`src/design/cpu_pkg.sv`:
```
package cpu_pkg;
	// Timing base: system clock and the safety check rate
	localparam int unsigned CPU_CLK_HZ = 10_000_000;
	localparam int unsigned CPU_CHECK_HZ = 100;
	localparam int unsigned CPU_TICK_CYC = CPU_CLK_HZ / CPU_CHECK_HZ;
	localparam int unsigned CPU_TICK_MS = 1000 / CPU_CHECK_HZ;
	// Times in ms and their counts in check ticks
	localparam int unsigned CPU_HOLD_MS = 1000;
	localparam int unsigned CPU_HOLD_TICKS = CPU_HOLD_MS / CPU_TICK_MS;
	localparam int unsigned CPU_BLINK_MS = 1000;
	localparam int unsigned CPU_BLINK_TICKS = CPU_BLINK_MS / CPU_TICK_MS;
	localparam int unsigned CPU_STUCK_MS = 5000;
	localparam int unsigned CPU_STUCK_TICKS = CPU_STUCK_MS / CPU_TICK_MS;
	// Register offsets and reset values
	localparam logic [7:0] CPU_CTRL_OFS = 8'h00;
	localparam logic [7:0] CPU_STATUS_OFS = 8'h04;
	localparam logic [31:0] CPU_CTRL_RST = 32'h0000_000a;
	// Control field positions
	localparam int CPU_F_PROFILE = 0;
	localparam int CPU_F_PCOUNT = 1;
	localparam int CPU_F_IGNDRV = 4;
	localparam int CPU_F_TWOACT = 5;
	localparam int CPU_F_JOYSEL = 6;
	localparam int CPU_F_LIMIT = 7;
	localparam int CPU_F_TRIP = 8;
	// Setting range and trip code of a joystick fault
	localparam logic [2:0] CPU_MAX_STEP = 3'h5;
	localparam logic [3:0] CPU_JOY_TRIP = 4'h7;
	// Joystick thresholds (deflection magnitude)
	localparam logic [7:0] CPU_FULL_TH = 8'h70;
	localparam logic [7:0] CPU_CENTRE_TH = 8'h08;
	localparam logic [7:0] CPU_SIDE_TH = 8'h40;
	// Lock / unlock gesture states
	typedef enum logic [2:0] {
		CPU_G_IDLE = 3'b000,
		CPU_G_HOLD = 3'b001,
		CPU_G_REL = 3'b010,
		CPU_G_FWD = 3'b011,
		CPU_G_REV = 3'b100,
		CPU_G_CEN = 3'b101
	} cpu_gest_t;
endpackage

```
`src/design/cpu_ui.sv`:
```
// Chosen here: the APB register port and the address map.
`timescale 1ns/100ps
// Summary of operation
// - Holding power one second beeps and arms lock gesture after release.
// - Armed lock: beep on forward, beep on reverse, long beep at centre, locked.
// - Locked at switch-on: ripple speed indicator, inhibit driving until unlocked.
// - Unlock gesture ends with long beep at release, then driving allowed.
// - Five speed steps, step one slowest, step five fastest.
// - Profile operation offers a programmable number of profiles, at most five.
// - Decrease press lowers step or selects lower profile.
// - Increase press raises step or selects higher profile.
// - Option ignores increase and decrease while the chair is driven.
// - Horn sounds while the debounced horn button is held.
// - One actuator: either button toggles adjust mode, both LEDs lit.
// - Two actuators: button selects its channel, lights its LED, routes joystick.
// - Selected button returns to drive; opposite button switches channel.
// - Optionally, sideways joystick switches channel in two-actuator adjust mode.
// - Gauge blinks at switch-on, then steady after one second without fault.
// - Off-centre joystick at switch-on inhibits motion, ripples gauge until release.
// - Five seconds of start-up deflection latches inhibit, rapid flash until reset.
// - Brakes requested whenever the joystick is at centre.
// - Speed demand rises with deflection, scaled by current step or profile.
// - Safety monitoring runs at one hundred checks per second.
// - Speed indicator also shows speed limitation and locked state.
// - Speed mode lights step count from left; profile lights single LED.
// - Active speed limitation flashes the speed indicator.
// - Trip flashes trip-code bars; joystick fault uses code seven.
module cpu_ui import cpu_pkg::*; #(
	parameter int unsigned TICK_CYC = CPU_TICK_CYC,
	parameter int unsigned SHORT_BEEP_TICKS = 10,
	parameter int unsigned LONG_BEEP_TICKS = 50
) (
	input wire logic clk_sys_i,
	input wire logic reset_n_i,
	input wire logic psel_i,
	input wire logic penable_i,
	input wire logic pwrite_i,
	input wire logic [7:0] paddr_i,
	input wire logic [31:0] pwdata_i,
	output logic [31:0] prdata_o,
	output logic pready_o,
	output logic pslverr_o,
	input wire logic pwr_btn_i,
	input wire logic horn_btn_i,
	input wire logic dec_btn_i,
	input wire logic inc_btn_i,
	input wire logic act_l_btn_i,
	input wire logic act_r_btn_i,
	input wire logic signed [7:0] joy_x_i,
	input wire logic signed [7:0] joy_y_i,
	input wire logic [3:0] battery_bars_i,
	input wire logic lock_restore_i,
	output logic beep_o,
	output logic horn_o,
	output logic [9:0] gauge_led_o,
	output logic [4:0] speed_led_o,
	output logic [1:0] act_led_o,
	output logic act_adjust_o,
	output logic act_sel_o,
	output logic signed [7:0] act_drive_o,
	output logic motion_inhibit_o,
	output logic brake_req_o,
	output logic [9:0] speed_demand_o,
	output logic locked_o
);

	////////////////////////////////////////////////////////////////////////
	// Decoders for the indicators; thermo shared by both, onehot for speed only
	function automatic logic [9:0] thermo(input logic [3:0] n);
		logic [9:0] r;
		r = 10'h000;
		for (int k = 0; k < 10; k++) begin
			r[k] = (4'(k) < n);
		end
		return r;
	endfunction

	function automatic logic [9:0] onehot(input logic [3:0] n);
		logic [9:0] r;
		r = 10'h000;
		for (int k = 0; k < 10; k++) begin
			r[k] = (4'(k + 1) == n);
		end
		return r;
	endfunction

	////////////////////////////////////////////////////////////////////////
	// Check tick divider, one pulse per 10 ms
	logic [16:0] tick_cnt;
	logic [7:0] phase;
	wire tick = (tick_cnt == 17'(TICK_CYC - 1));

	always_ff @(posedge clk_sys_i) begin
		if (!reset_n_i) begin
			tick_cnt <= 17'h0_0000;
			phase <= 8'h00;
		end else if (tick) begin
			tick_cnt <= 17'h0_0000;
			phase <= phase + 8'h01;
		end else begin
			tick_cnt <= tick_cnt + 17'h0_0001;
		end
	end

	// Flash and ripple phases derived from the tick counter
	wire flash_fast = phase[3];
	wire flash_slow = phase[5];
	wire [2:0] rip3 = phase[7] ? ~phase[6:4] : phase[6:4];
	wire [3:0] rip_pos = {1'b0, rip3} + 4'h1;

	////////////////////////////////////////////////////////////////////////
	// Button debounce: two equal samples one tick apart
	wire [5:0] btn_raw = {act_r_btn_i, act_l_btn_i, inc_btn_i, dec_btn_i,
		horn_btn_i, pwr_btn_i};
	logic [5:0] btn_samp;
	logic [5:0] btn_db;
	logic [5:0] btn_q;

	genvar gi;
	generate
		for (gi = 0; gi < 6; gi++) begin : g_deb
			always_ff @(posedge clk_sys_i) begin
				if (!reset_n_i) begin
					btn_samp[gi] <= 1'b0;
					btn_db[gi] <= 1'b0;
				end else if (tick) begin
					btn_samp[gi] <= btn_raw[gi];
					if (btn_samp[gi] == btn_raw[gi]) begin
						btn_db[gi] <= btn_raw[gi];
					end
				end
			end
		end
	endgenerate

	always_ff @(posedge clk_sys_i) begin
		if (!reset_n_i) begin
			btn_q <= 6'h00;
		end else begin
			btn_q <= btn_db;
		end
	end

	// Single press pulses
	wire [5:0] press = btn_db & ~btn_q;
	wire pwr_held = btn_db[0];
	wire dec_press = press[2];
	wire inc_press = press[3];
	wire actl_press = press[4];
	wire actr_press = press[5];

	////////////////////////////////////////////////////////////////////////
	// Joystick classification
	wire [7:0] ax = joy_x_i[7] ? 8'(-joy_x_i) : 8'(joy_x_i);
	wire [7:0] ay = joy_y_i[7] ? 8'(-joy_y_i) : 8'(joy_y_i);
	wire [7:0] mag = (ax > ay) ? ax : ay;
	wire joy_centre = (ax < CPU_CENTRE_TH) && (ay < CPU_CENTRE_TH);
	wire joy_fwd = !joy_y_i[7] && (ay >= CPU_FULL_TH);
	wire joy_rev = joy_y_i[7] && (ay >= CPU_FULL_TH);
	wire joy_side = (ax >= CPU_SIDE_TH);

	////////////////////////////////////////////////////////////////////////
	// APB register file
	logic [31:0] ctrl;
	wire sel_ctrl = (paddr_i == CPU_CTRL_OFS);
	wire sel_stat = (paddr_i == CPU_STATUS_OFS);
	wire mapped = sel_ctrl || sel_stat;
	wire wr_ctrl = psel_i && penable_i && pwrite_i && sel_ctrl;
	wire cfg_profile = ctrl[CPU_F_PROFILE];
	wire [2:0] cfg_pcount = ctrl[CPU_F_PCOUNT +: 3];
	wire cfg_igndrv = ctrl[CPU_F_IGNDRV];
	wire cfg_twoact = ctrl[CPU_F_TWOACT];
	wire cfg_joysel = ctrl[CPU_F_JOYSEL];
	wire cfg_limit = ctrl[CPU_F_LIMIT];
	wire [3:0] cfg_trip = ctrl[CPU_F_TRIP +: 4];
	logic [31:0] status;

	assign pready_o = 1'b1;
	assign pslverr_o = psel_i && penable_i && !mapped;

	// Control write in the access phase, read data capture in the setup phase
	always_ff @(posedge clk_sys_i) begin
		if (!reset_n_i) begin
			ctrl <= CPU_CTRL_RST;
			prdata_o <= 32'h0000_0000;
		end else begin
			if (wr_ctrl) begin
				ctrl <= {20'h0_0000, pwdata_i[11:0]};
			end
			if (psel_i && !penable_i) begin
				prdata_o <= sel_ctrl ? ctrl : (sel_stat ? status : 32'h0000_0000);
			end
		end
	end

	////////////////////////////////////////////////////////////////////////
	// Start-up window and joystick interlock
	logic [6:0] su_ticks;
	logic [8:0] stuck_ticks;
	logic su_active;
	logic trip_latch;
	logic started;
	wire su_win = (su_ticks < 7'(CPU_BLINK_TICKS));

	always_ff @(posedge clk_sys_i) begin
		if (!reset_n_i) begin
			su_ticks <= 7'h00;
		end else if (tick && su_win) begin
			su_ticks <= su_ticks + 7'h01;
		end
	end

	// Deflection in the window inhibits; five seconds of it latches
	always_ff @(posedge clk_sys_i) begin
		if (!reset_n_i) begin
			su_active <= 1'b0;
			stuck_ticks <= 9'h000;
			trip_latch <= 1'b0;
		end else begin
			if (su_win && !joy_centre) begin
				su_active <= 1'b1;
			end else if (joy_centre) begin
				su_active <= 1'b0;
			end
			// Each new deflection in the window starts its own five second count
			if (!su_active) begin
				stuck_ticks <= 9'h000;
			end else if (tick) begin
				stuck_ticks <= stuck_ticks + 9'h001;
			end
			if (su_active && stuck_ticks >= 9'(CPU_STUCK_TICKS - 1) && tick) begin
				trip_latch <= 1'b1;
			end
		end
	end

	////////////////////////////////////////////////////////////////////////
	// Lock / unlock gesture machine
	cpu_gest_t gest;
	cpu_gest_t next_gest;
	logic [6:0] hold_ticks;
	logic locked;
	logic next_short;
	logic next_long;

	always_comb begin
		next_gest = gest;
		next_short = 1'b0;
		next_long = 1'b0;
		case (gest)
			CPU_G_IDLE: begin
				if (locked) begin
					next_gest = CPU_G_FWD;
				end else if (pwr_held) begin
					next_gest = CPU_G_HOLD;
				end
			end
			CPU_G_HOLD: begin
				if (!pwr_held) begin
					next_gest = CPU_G_IDLE;
				end else if (hold_ticks >= 7'(CPU_HOLD_TICKS)) begin
					next_gest = CPU_G_REL;
					next_short = 1'b1;
				end
			end
			CPU_G_REL: begin
				if (!pwr_held) begin
					next_gest = CPU_G_FWD;
				end
			end
			CPU_G_FWD: begin
				if (joy_fwd) begin
					next_gest = CPU_G_REV;
					next_short = 1'b1;
				end
			end
			CPU_G_REV: begin
				if (joy_rev) begin
					next_gest = CPU_G_CEN;
					next_short = 1'b1;
				end
			end
			CPU_G_CEN: begin
				if (joy_centre) begin
					next_gest = CPU_G_IDLE;
					next_long = 1'b1;
				end
			end
			default: begin
				next_gest = CPU_G_IDLE;
			end
		endcase
	end

	// Gesture state, hold timer and lock flag
	always_ff @(posedge clk_sys_i) begin
		if (!reset_n_i) begin
			gest <= CPU_G_IDLE;
			hold_ticks <= 7'h00;
			locked <= 1'b0;
			started <= 1'b0;
		end else begin
			started <= 1'b1;
			gest <= next_gest;
			if (gest != CPU_G_HOLD) begin
				hold_ticks <= 7'h00;
			end else if (tick) begin
				hold_ticks <= hold_ticks + 7'h01;
			end
			if (!started) begin
				locked <= lock_restore_i;
			end else if (next_long) begin
				locked <= !locked;
			end
		end
	end

	////////////////////////////////////////////////////////////////////////
	// Beeper: short and long beeps counted in ticks
	logic [7:0] beep_cnt;

	always_ff @(posedge clk_sys_i) begin
		if (!reset_n_i) begin
			beep_cnt <= 8'h00;
		end else if (next_long) begin
			beep_cnt <= 8'(LONG_BEEP_TICKS);
		end else if (next_short) begin
			beep_cnt <= 8'(SHORT_BEEP_TICKS);
		end else if (tick && beep_cnt != 8'h00) begin
			beep_cnt <= beep_cnt - 8'h01;
		end
	end

	////////////////////////////////////////////////////////////////////////
	// Actuator mode and channel selection
	logic adj;
	logic sel_r;
	logic side_q;
	wire side_edge = joy_side && !side_q;

	always_ff @(posedge clk_sys_i) begin
		if (!reset_n_i) begin
			adj <= 1'b0;
			sel_r <= 1'b0;
			side_q <= 1'b0;
		end else begin
			side_q <= joy_side;
			if (!cfg_twoact) begin
				if (actl_press || actr_press) begin
					adj <= !adj;
				end
			end else if (!adj) begin
				if (actl_press || actr_press) begin
					adj <= 1'b1;
					sel_r <= actr_press;
				end
			end else if ((actl_press && !sel_r) || (actr_press && sel_r)) begin
				adj <= 1'b0;
			end else if (actl_press || actr_press) begin
				sel_r <= actr_press;
			end else if (cfg_joysel && side_edge) begin
				sel_r <= !sel_r;
			end
		end
	end

	////////////////////////////////////////////////////////////////////////
	// Speed step or profile selection
	logic [2:0] setting;
	wire inhibit = locked || su_active || trip_latch || (gest != CPU_G_IDLE);
	wire driving = !joy_centre && !inhibit && !adj;
	wire btn_ok = !(cfg_igndrv && driving);
	wire [2:0] top = cfg_profile ?
		((cfg_pcount > CPU_MAX_STEP || cfg_pcount == 3'h0) ?
		CPU_MAX_STEP : cfg_pcount) : CPU_MAX_STEP;

	always_ff @(posedge clk_sys_i) begin
		if (!reset_n_i) begin
			setting <= 3'h1;
		end else if (setting > top) begin
			setting <= top;
		end else if (btn_ok && inc_press && setting < top) begin
			setting <= setting + 3'h1;
		end else if (btn_ok && dec_press && setting > 3'h1) begin
			setting <= setting - 3'h1;
		end
	end

	////////////////////////////////////////////////////////////////////////
	// Indicator patterns
	wire [3:0] set4 = {1'b0, setting};
	wire [9:0] set_oh = onehot(set4);
	wire [9:0] set_th = thermo(set4);
	wire [4:0] set_pat = cfg_profile ? set_oh[4:0] : set_th[4:0];
	wire [9:0] bat_pat = thermo(battery_bars_i);
	wire [3:0] trip_code = trip_latch ? CPU_JOY_TRIP : cfg_trip;
	// Speed ripple folds back at the fifth LED so one LED is always lit
	wire [3:0] rip_spd = (rip_pos > 4'h5) ? (4'ha - rip_pos) : rip_pos;
	wire [9:0] rip_oh = onehot(rip_spd);
	// Gauge ripple spans three to ten bars, never wrapping to none
	wire [9:0] rip_g = thermo(rip_pos + 4'h2);

	// Speed indicator: ripple, flash, or setting
	assign speed_led_o = locked ? rip_oh[4:0] :
		(cfg_limit ? (flash_slow ? set_pat : 5'h00) :
		set_pat);

	// Battery gauge: trip, interlock ripple, start-up blink, level
	assign gauge_led_o = (trip_code != 4'h0) ?
		(flash_fast ? thermo(trip_code) : 10'h000) :
		(su_active ? rip_g :
		(su_win ? (flash_fast ? bat_pat : 10'h000) : bat_pat));

	////////////////////////////////////////////////////////////////////////
	// Motion outputs
	wire stop = inhibit || (trip_code != 4'h0);
	// Full magnitude kept so a full reverse stroke is not read as zero
	wire [9:0] demand = {2'b00, mag} * {7'h00, setting};

	assign motion_inhibit_o = stop;
	assign brake_req_o = joy_centre || stop;
	assign speed_demand_o = (stop || adj || joy_centre) ? 10'h000 : demand;
	assign act_adjust_o = adj;
	assign act_sel_o = sel_r;
	assign act_drive_o = (adj && !stop) ? joy_y_i : 8'sh00;
	assign act_led_o = !adj ? 2'h0 : (!cfg_twoact ? 2'h3 :
		(sel_r ? 2'h2 : 2'h1));
	assign beep_o = (beep_cnt != 8'h00);
	assign horn_o = btn_db[1];
	assign locked_o = locked;
	assign status = {21'h00_0000, gest, sel_r, adj, setting, su_active,
		trip_latch, locked};
endmodule

```
`config.mk`:
```
export PLATFORM = sky130hd
export DESIGN_NAME = cpu_ui
export DESIGN_NICKNAME = d
export VERILOG_FILES = /design/src/design/cpu_pkg.sv /design/src/design/cpu_ui.sv
export SDC_FILE = /design/constraint.sdc
export NUM_CORES = 1
export LEC_CHECK = 0
export ABC_AREA = 1
export BUFFER_PORTS_ARGS = -buffer_cell sky130_fd_sc_hd__buf_4
export CORE_ASPECT_RATIO = 1.25
export CORE_UTILIZATION = 45
export CTS_CLUSTER_DIAMETER = 120
export DETAILED_ROUTE_END_ITERATION = 10
export PLACE_DENSITY_LB_ADDON = 0.12
export SYNTH_ARGS = -nofsm -noshare
export SYNTH_HDL_FRONTEND = slang
export SYNTH_SLANG_ARGS = --single-unit
export TNS_END_PERCENT = 30
```
`constraint.sdc`:
```
create_clock -name clk_sys_i -period 5.03 [get_ports clk_sys_i]
set_input_delay 0.503 -clock clk_sys_i [delete_from_list [all_inputs] [get_ports clk_sys_i]]
set_output_delay 0.503 -clock clk_sys_i [all_outputs]
set_load 0.02 [all_outputs]
```
==> flow_summary.json <==
{
  "status": "finished, final reports clean",
  "drt_first_pass_iters": 4,
  "synth_top_cell_area_share": 0.2999,
  "post_drt_wl_per_cell_um": 13.20,
  "r2r_start": "tick_cnt[0]",
  "synth.cell_area_um2": 7277,
  "min_path_cells": 3,
  "synthToLayoutAreaGrowth_pct": 21.80,
  "place_area_um2": 8284,
  "clk_pin_slew_ns": 0.08,
  "cp_common_cell": "a21oi_2",
  "worstPathRequired_ns": 4.53,
  "dp_cells": 1393,
  "port_buffers": 106,
  "setup_viol": 0,
  "grt_antenna_before_repair": 0,
  "start_util": 0.4636,
  "worst_pin_slew_ns": 0.8005,
  "gp_congestion": 0.8827,
  "grt_pass1_vias": 6574,
  "h-tree-depth": 3,
  "ys_warn_count": 0,
  "postCtsHoldBufs": 0,
  "synth_seq_cells": 109,
  "final_cells": 1415,
  "min_period_ns": 4.816,
  "ys_seq_area_frac": 0.2999,
  "cp-end-kind": "output pin",
  "seqCellArea_um2": 2182,
  "io_pins": 148,
  "drcViolationCount": 0,
  "critical_path_class": "input pin to output pin",
  "die_x_um": 115.7,
  "max_stage_delay_ns": 0.56,
  "worst_setup_path_start_kind": "input pin",
  "synth.area.top_cells": "dfxtp_1 (30%), nand2_1 (9.5%), inv_1 (9.1%), ha_1 (6.2%), nor2_1 (5.4%)",
  "slowest_stage": "fa_1",
  "hold_class": "input pin to register",
  "grt.total_usage": 0.2287,
  "multi_input_area_um2": 4373,
  "min_to": "ctrl[1]",
  "dieArea_um2": 16690,
  "r2r_end": "hold_ticks[6]",
  "maxCapViolCount": 0,
  "hold_violations": 0,
  "timing.fmax_mhz": 207.6,
  "drive_gt1_frac": 0.1862,
  "fin_area_um2": 8864,
  "n_antenna_cell": 0,
  "worst-path-max-fanout": 5,
  "setup_tns_ns": 0,
  "grt_max_degree": 59,
  "syn_avg_cell_area_um2": 6.719,
  "grt_pass1_wl_um": 30480,
  "rows": 51,
  "max-slew-margin-rel": 0.4647,
  "reg2reg_setup_slack_ns": 2.31,
  "cp_top_family": "adder cells",
  "cts-root-buf": "clkbuf_16",
  "fp.dieH_um": 144.2,
  "numClockSinks": 109,
  "synth_top_cell_by_area": "dfxtp_1",
  "reg2regPathDepth": 13,
  "core_area_um2": 15700,
  "wl_um": 18680,
  "cts.path.max_buffers": 2,
  "cts_tree": "done",
  "clkLatencyLatePin_ns": 0.36,
  "drtAntennaViolNets": 0,
  "drt-initial-drc-count": 386,
  "overflow": 0,
  "hold_ws_ns": 0.3687,
  "period_share": 0.9575,
  "async_reset_ff_frac": 0,
  "powerDensity_nw_per_um2": 254.9,
  "nNetsFinal": 1313,
  "synth.top_cells.by_count": "nand2_1 (184), inv_1 (176), dfxtp_1 (109)",
  "fin_skew_ns": 0.008729,
  "cp.arrival_ns": 4.31,
  "path_buf_inv": 5,
  "dp_hpwl_um": 14180,
  "hp-start": "pwdata_i[1]",
  "viasPerCell": 5.166,
  "num_vias": 7310,
  "cts_made_buffers": 9,
  "synth_cells": 1083,
  "synth_edf_count": 0,
  "ys_types": 52,
  "yosysMostFrequentCell": "nand2_1",
  "finalMaxSlewViolations": 0,
  "max-vdd-ir-drop_mv": 0.2166,
  "power_leakage_nw": 4.044,
  "synthFlopType": "dfxtp_1",
  "nFillCells": 1595
}
-- placed cells by master, fill, tap and decap left out, drive strengths merged, types with 11 or more instances in the layout --
cell	n
nand2	192
inv	185
buf	131
nor2	115
dfxtp	109
o21ai	85
a21oi	74
nand3	57
nor3	39
ha	36
conb	21
nand4	20
o211ai	18
xor2	16
o221ai	11
-- registers in the layout, indices dropped and copies added, names as in the netlist, 4 cells and up --
name and count:
beep_cnt 8, stuck_ticks 9, btn_q 4, btn_db 4, tick_cnt 17, hold_ticks 7
phase 8, prdata_o 12, ctrl 12, su_ticks 7, btn_samp 6
-- metal layers --
layer,part of all wire,track usage,vias up,wire length [um]
met5,0,0,-,0
met2,0.49,0.3996,140,9125
met3,0.038,0.02976,34,708
met4,0.021,0.07355,0,384
met1,0.45,0.2896,3377,8460
li1,-,-,3759,-
-- power by group --
part	leakage [nW]	switching [W]	internal [W]	total, W
registers	0.882	0.0000182	0.000884	0.000902
clock network	0.164	0.000352	0.000460	0.000812
logic	3.00	0.000337	0.000208	0.000545
total	4.04	0.000707	0.00155	0.00226
-- worst max-delay path by stage --
stage	start	to	slack (ns)	cells past startpoint
floorplan	joy_y_i[0]	speed_demand_o[8]	0.31	24
CTS	joy_y_i[0]	speed_demand_o[8]	0.001	27
detailed placement	joy_y_i[0]	speed_demand_o[8]	-0.02	27
global placement	joy_y_i[0]	speed_demand_o[8]	0.02	27
global route	joy_y_i[1]	speed_demand_o[8]	-0.03	24
finish	joy_x_i[0]	speed_demand_o[8]	0.21	27
-- final cells by class --
cell class | count | area share
Clock buffer | 10 | 0.02696
Clock inverter | 6 | 0.01172
Inverter | 184 | 0.07962
Multi-Input combinational cell | 763 | 0.4934
Sequential cell | 109 | 0.2462
Tap cell | 212 | 0.02993
Timing Repair Buffer | 131 | 0.1122
-- what timing repair did --
item / CTS / global route
pin swaps: 0 / 27
gates resized for setup: 2 / 50
gates cloned: 0 / 1
setup buffers: 0 / 5
endpoints found under the setup margin: 1 / 6
-- tightest hold or removal path: cells and delay by family --
kind / cells / cell delay (ns)
compound gates: 1 / 0.07
buf+inv: 1 / 0.08
simple gates: 1 / 0.04
-- per-stage QoR --
stage | total power (W) | setup slack, ns | util
final | 0.002260 | 0.2138 | 0.5646
after global routing | 0.002377 | -0.02638 | 0.5646
after CTS | 0.002242 | 0.001064 | 0.5501
after detailed placement | 0.001433 | -0.02047 | 0.5277
after global placement | 0.001428 | 0.02406 | 0.5277
after floorplan | 0.001272 | 0.3066 | -
-- cell families (layout without fill, tap and decap cells) --
| group | count (synthesis) | count (layout) | share of synthesized area |
|---|---|---|---|
| AO/OA/AOI/OAI | 219 | 219 | 0.1759 |
| buffers and inverters | 231 | 331 | 0.1327 |
| XOR/XNOR | 21 | 21 | 0.02527 |
| AND/OR/NAND/NOR | 458 | 459 | 0.2840 |
| adder cells (fa/ha/maj) | 43 | 43 | 0.08115 |
| flip-flops | 109 | 109 | 0.2999 |
| other | 2 | 21 | 0.001032 |
Power figures use the tool's default switching activity.
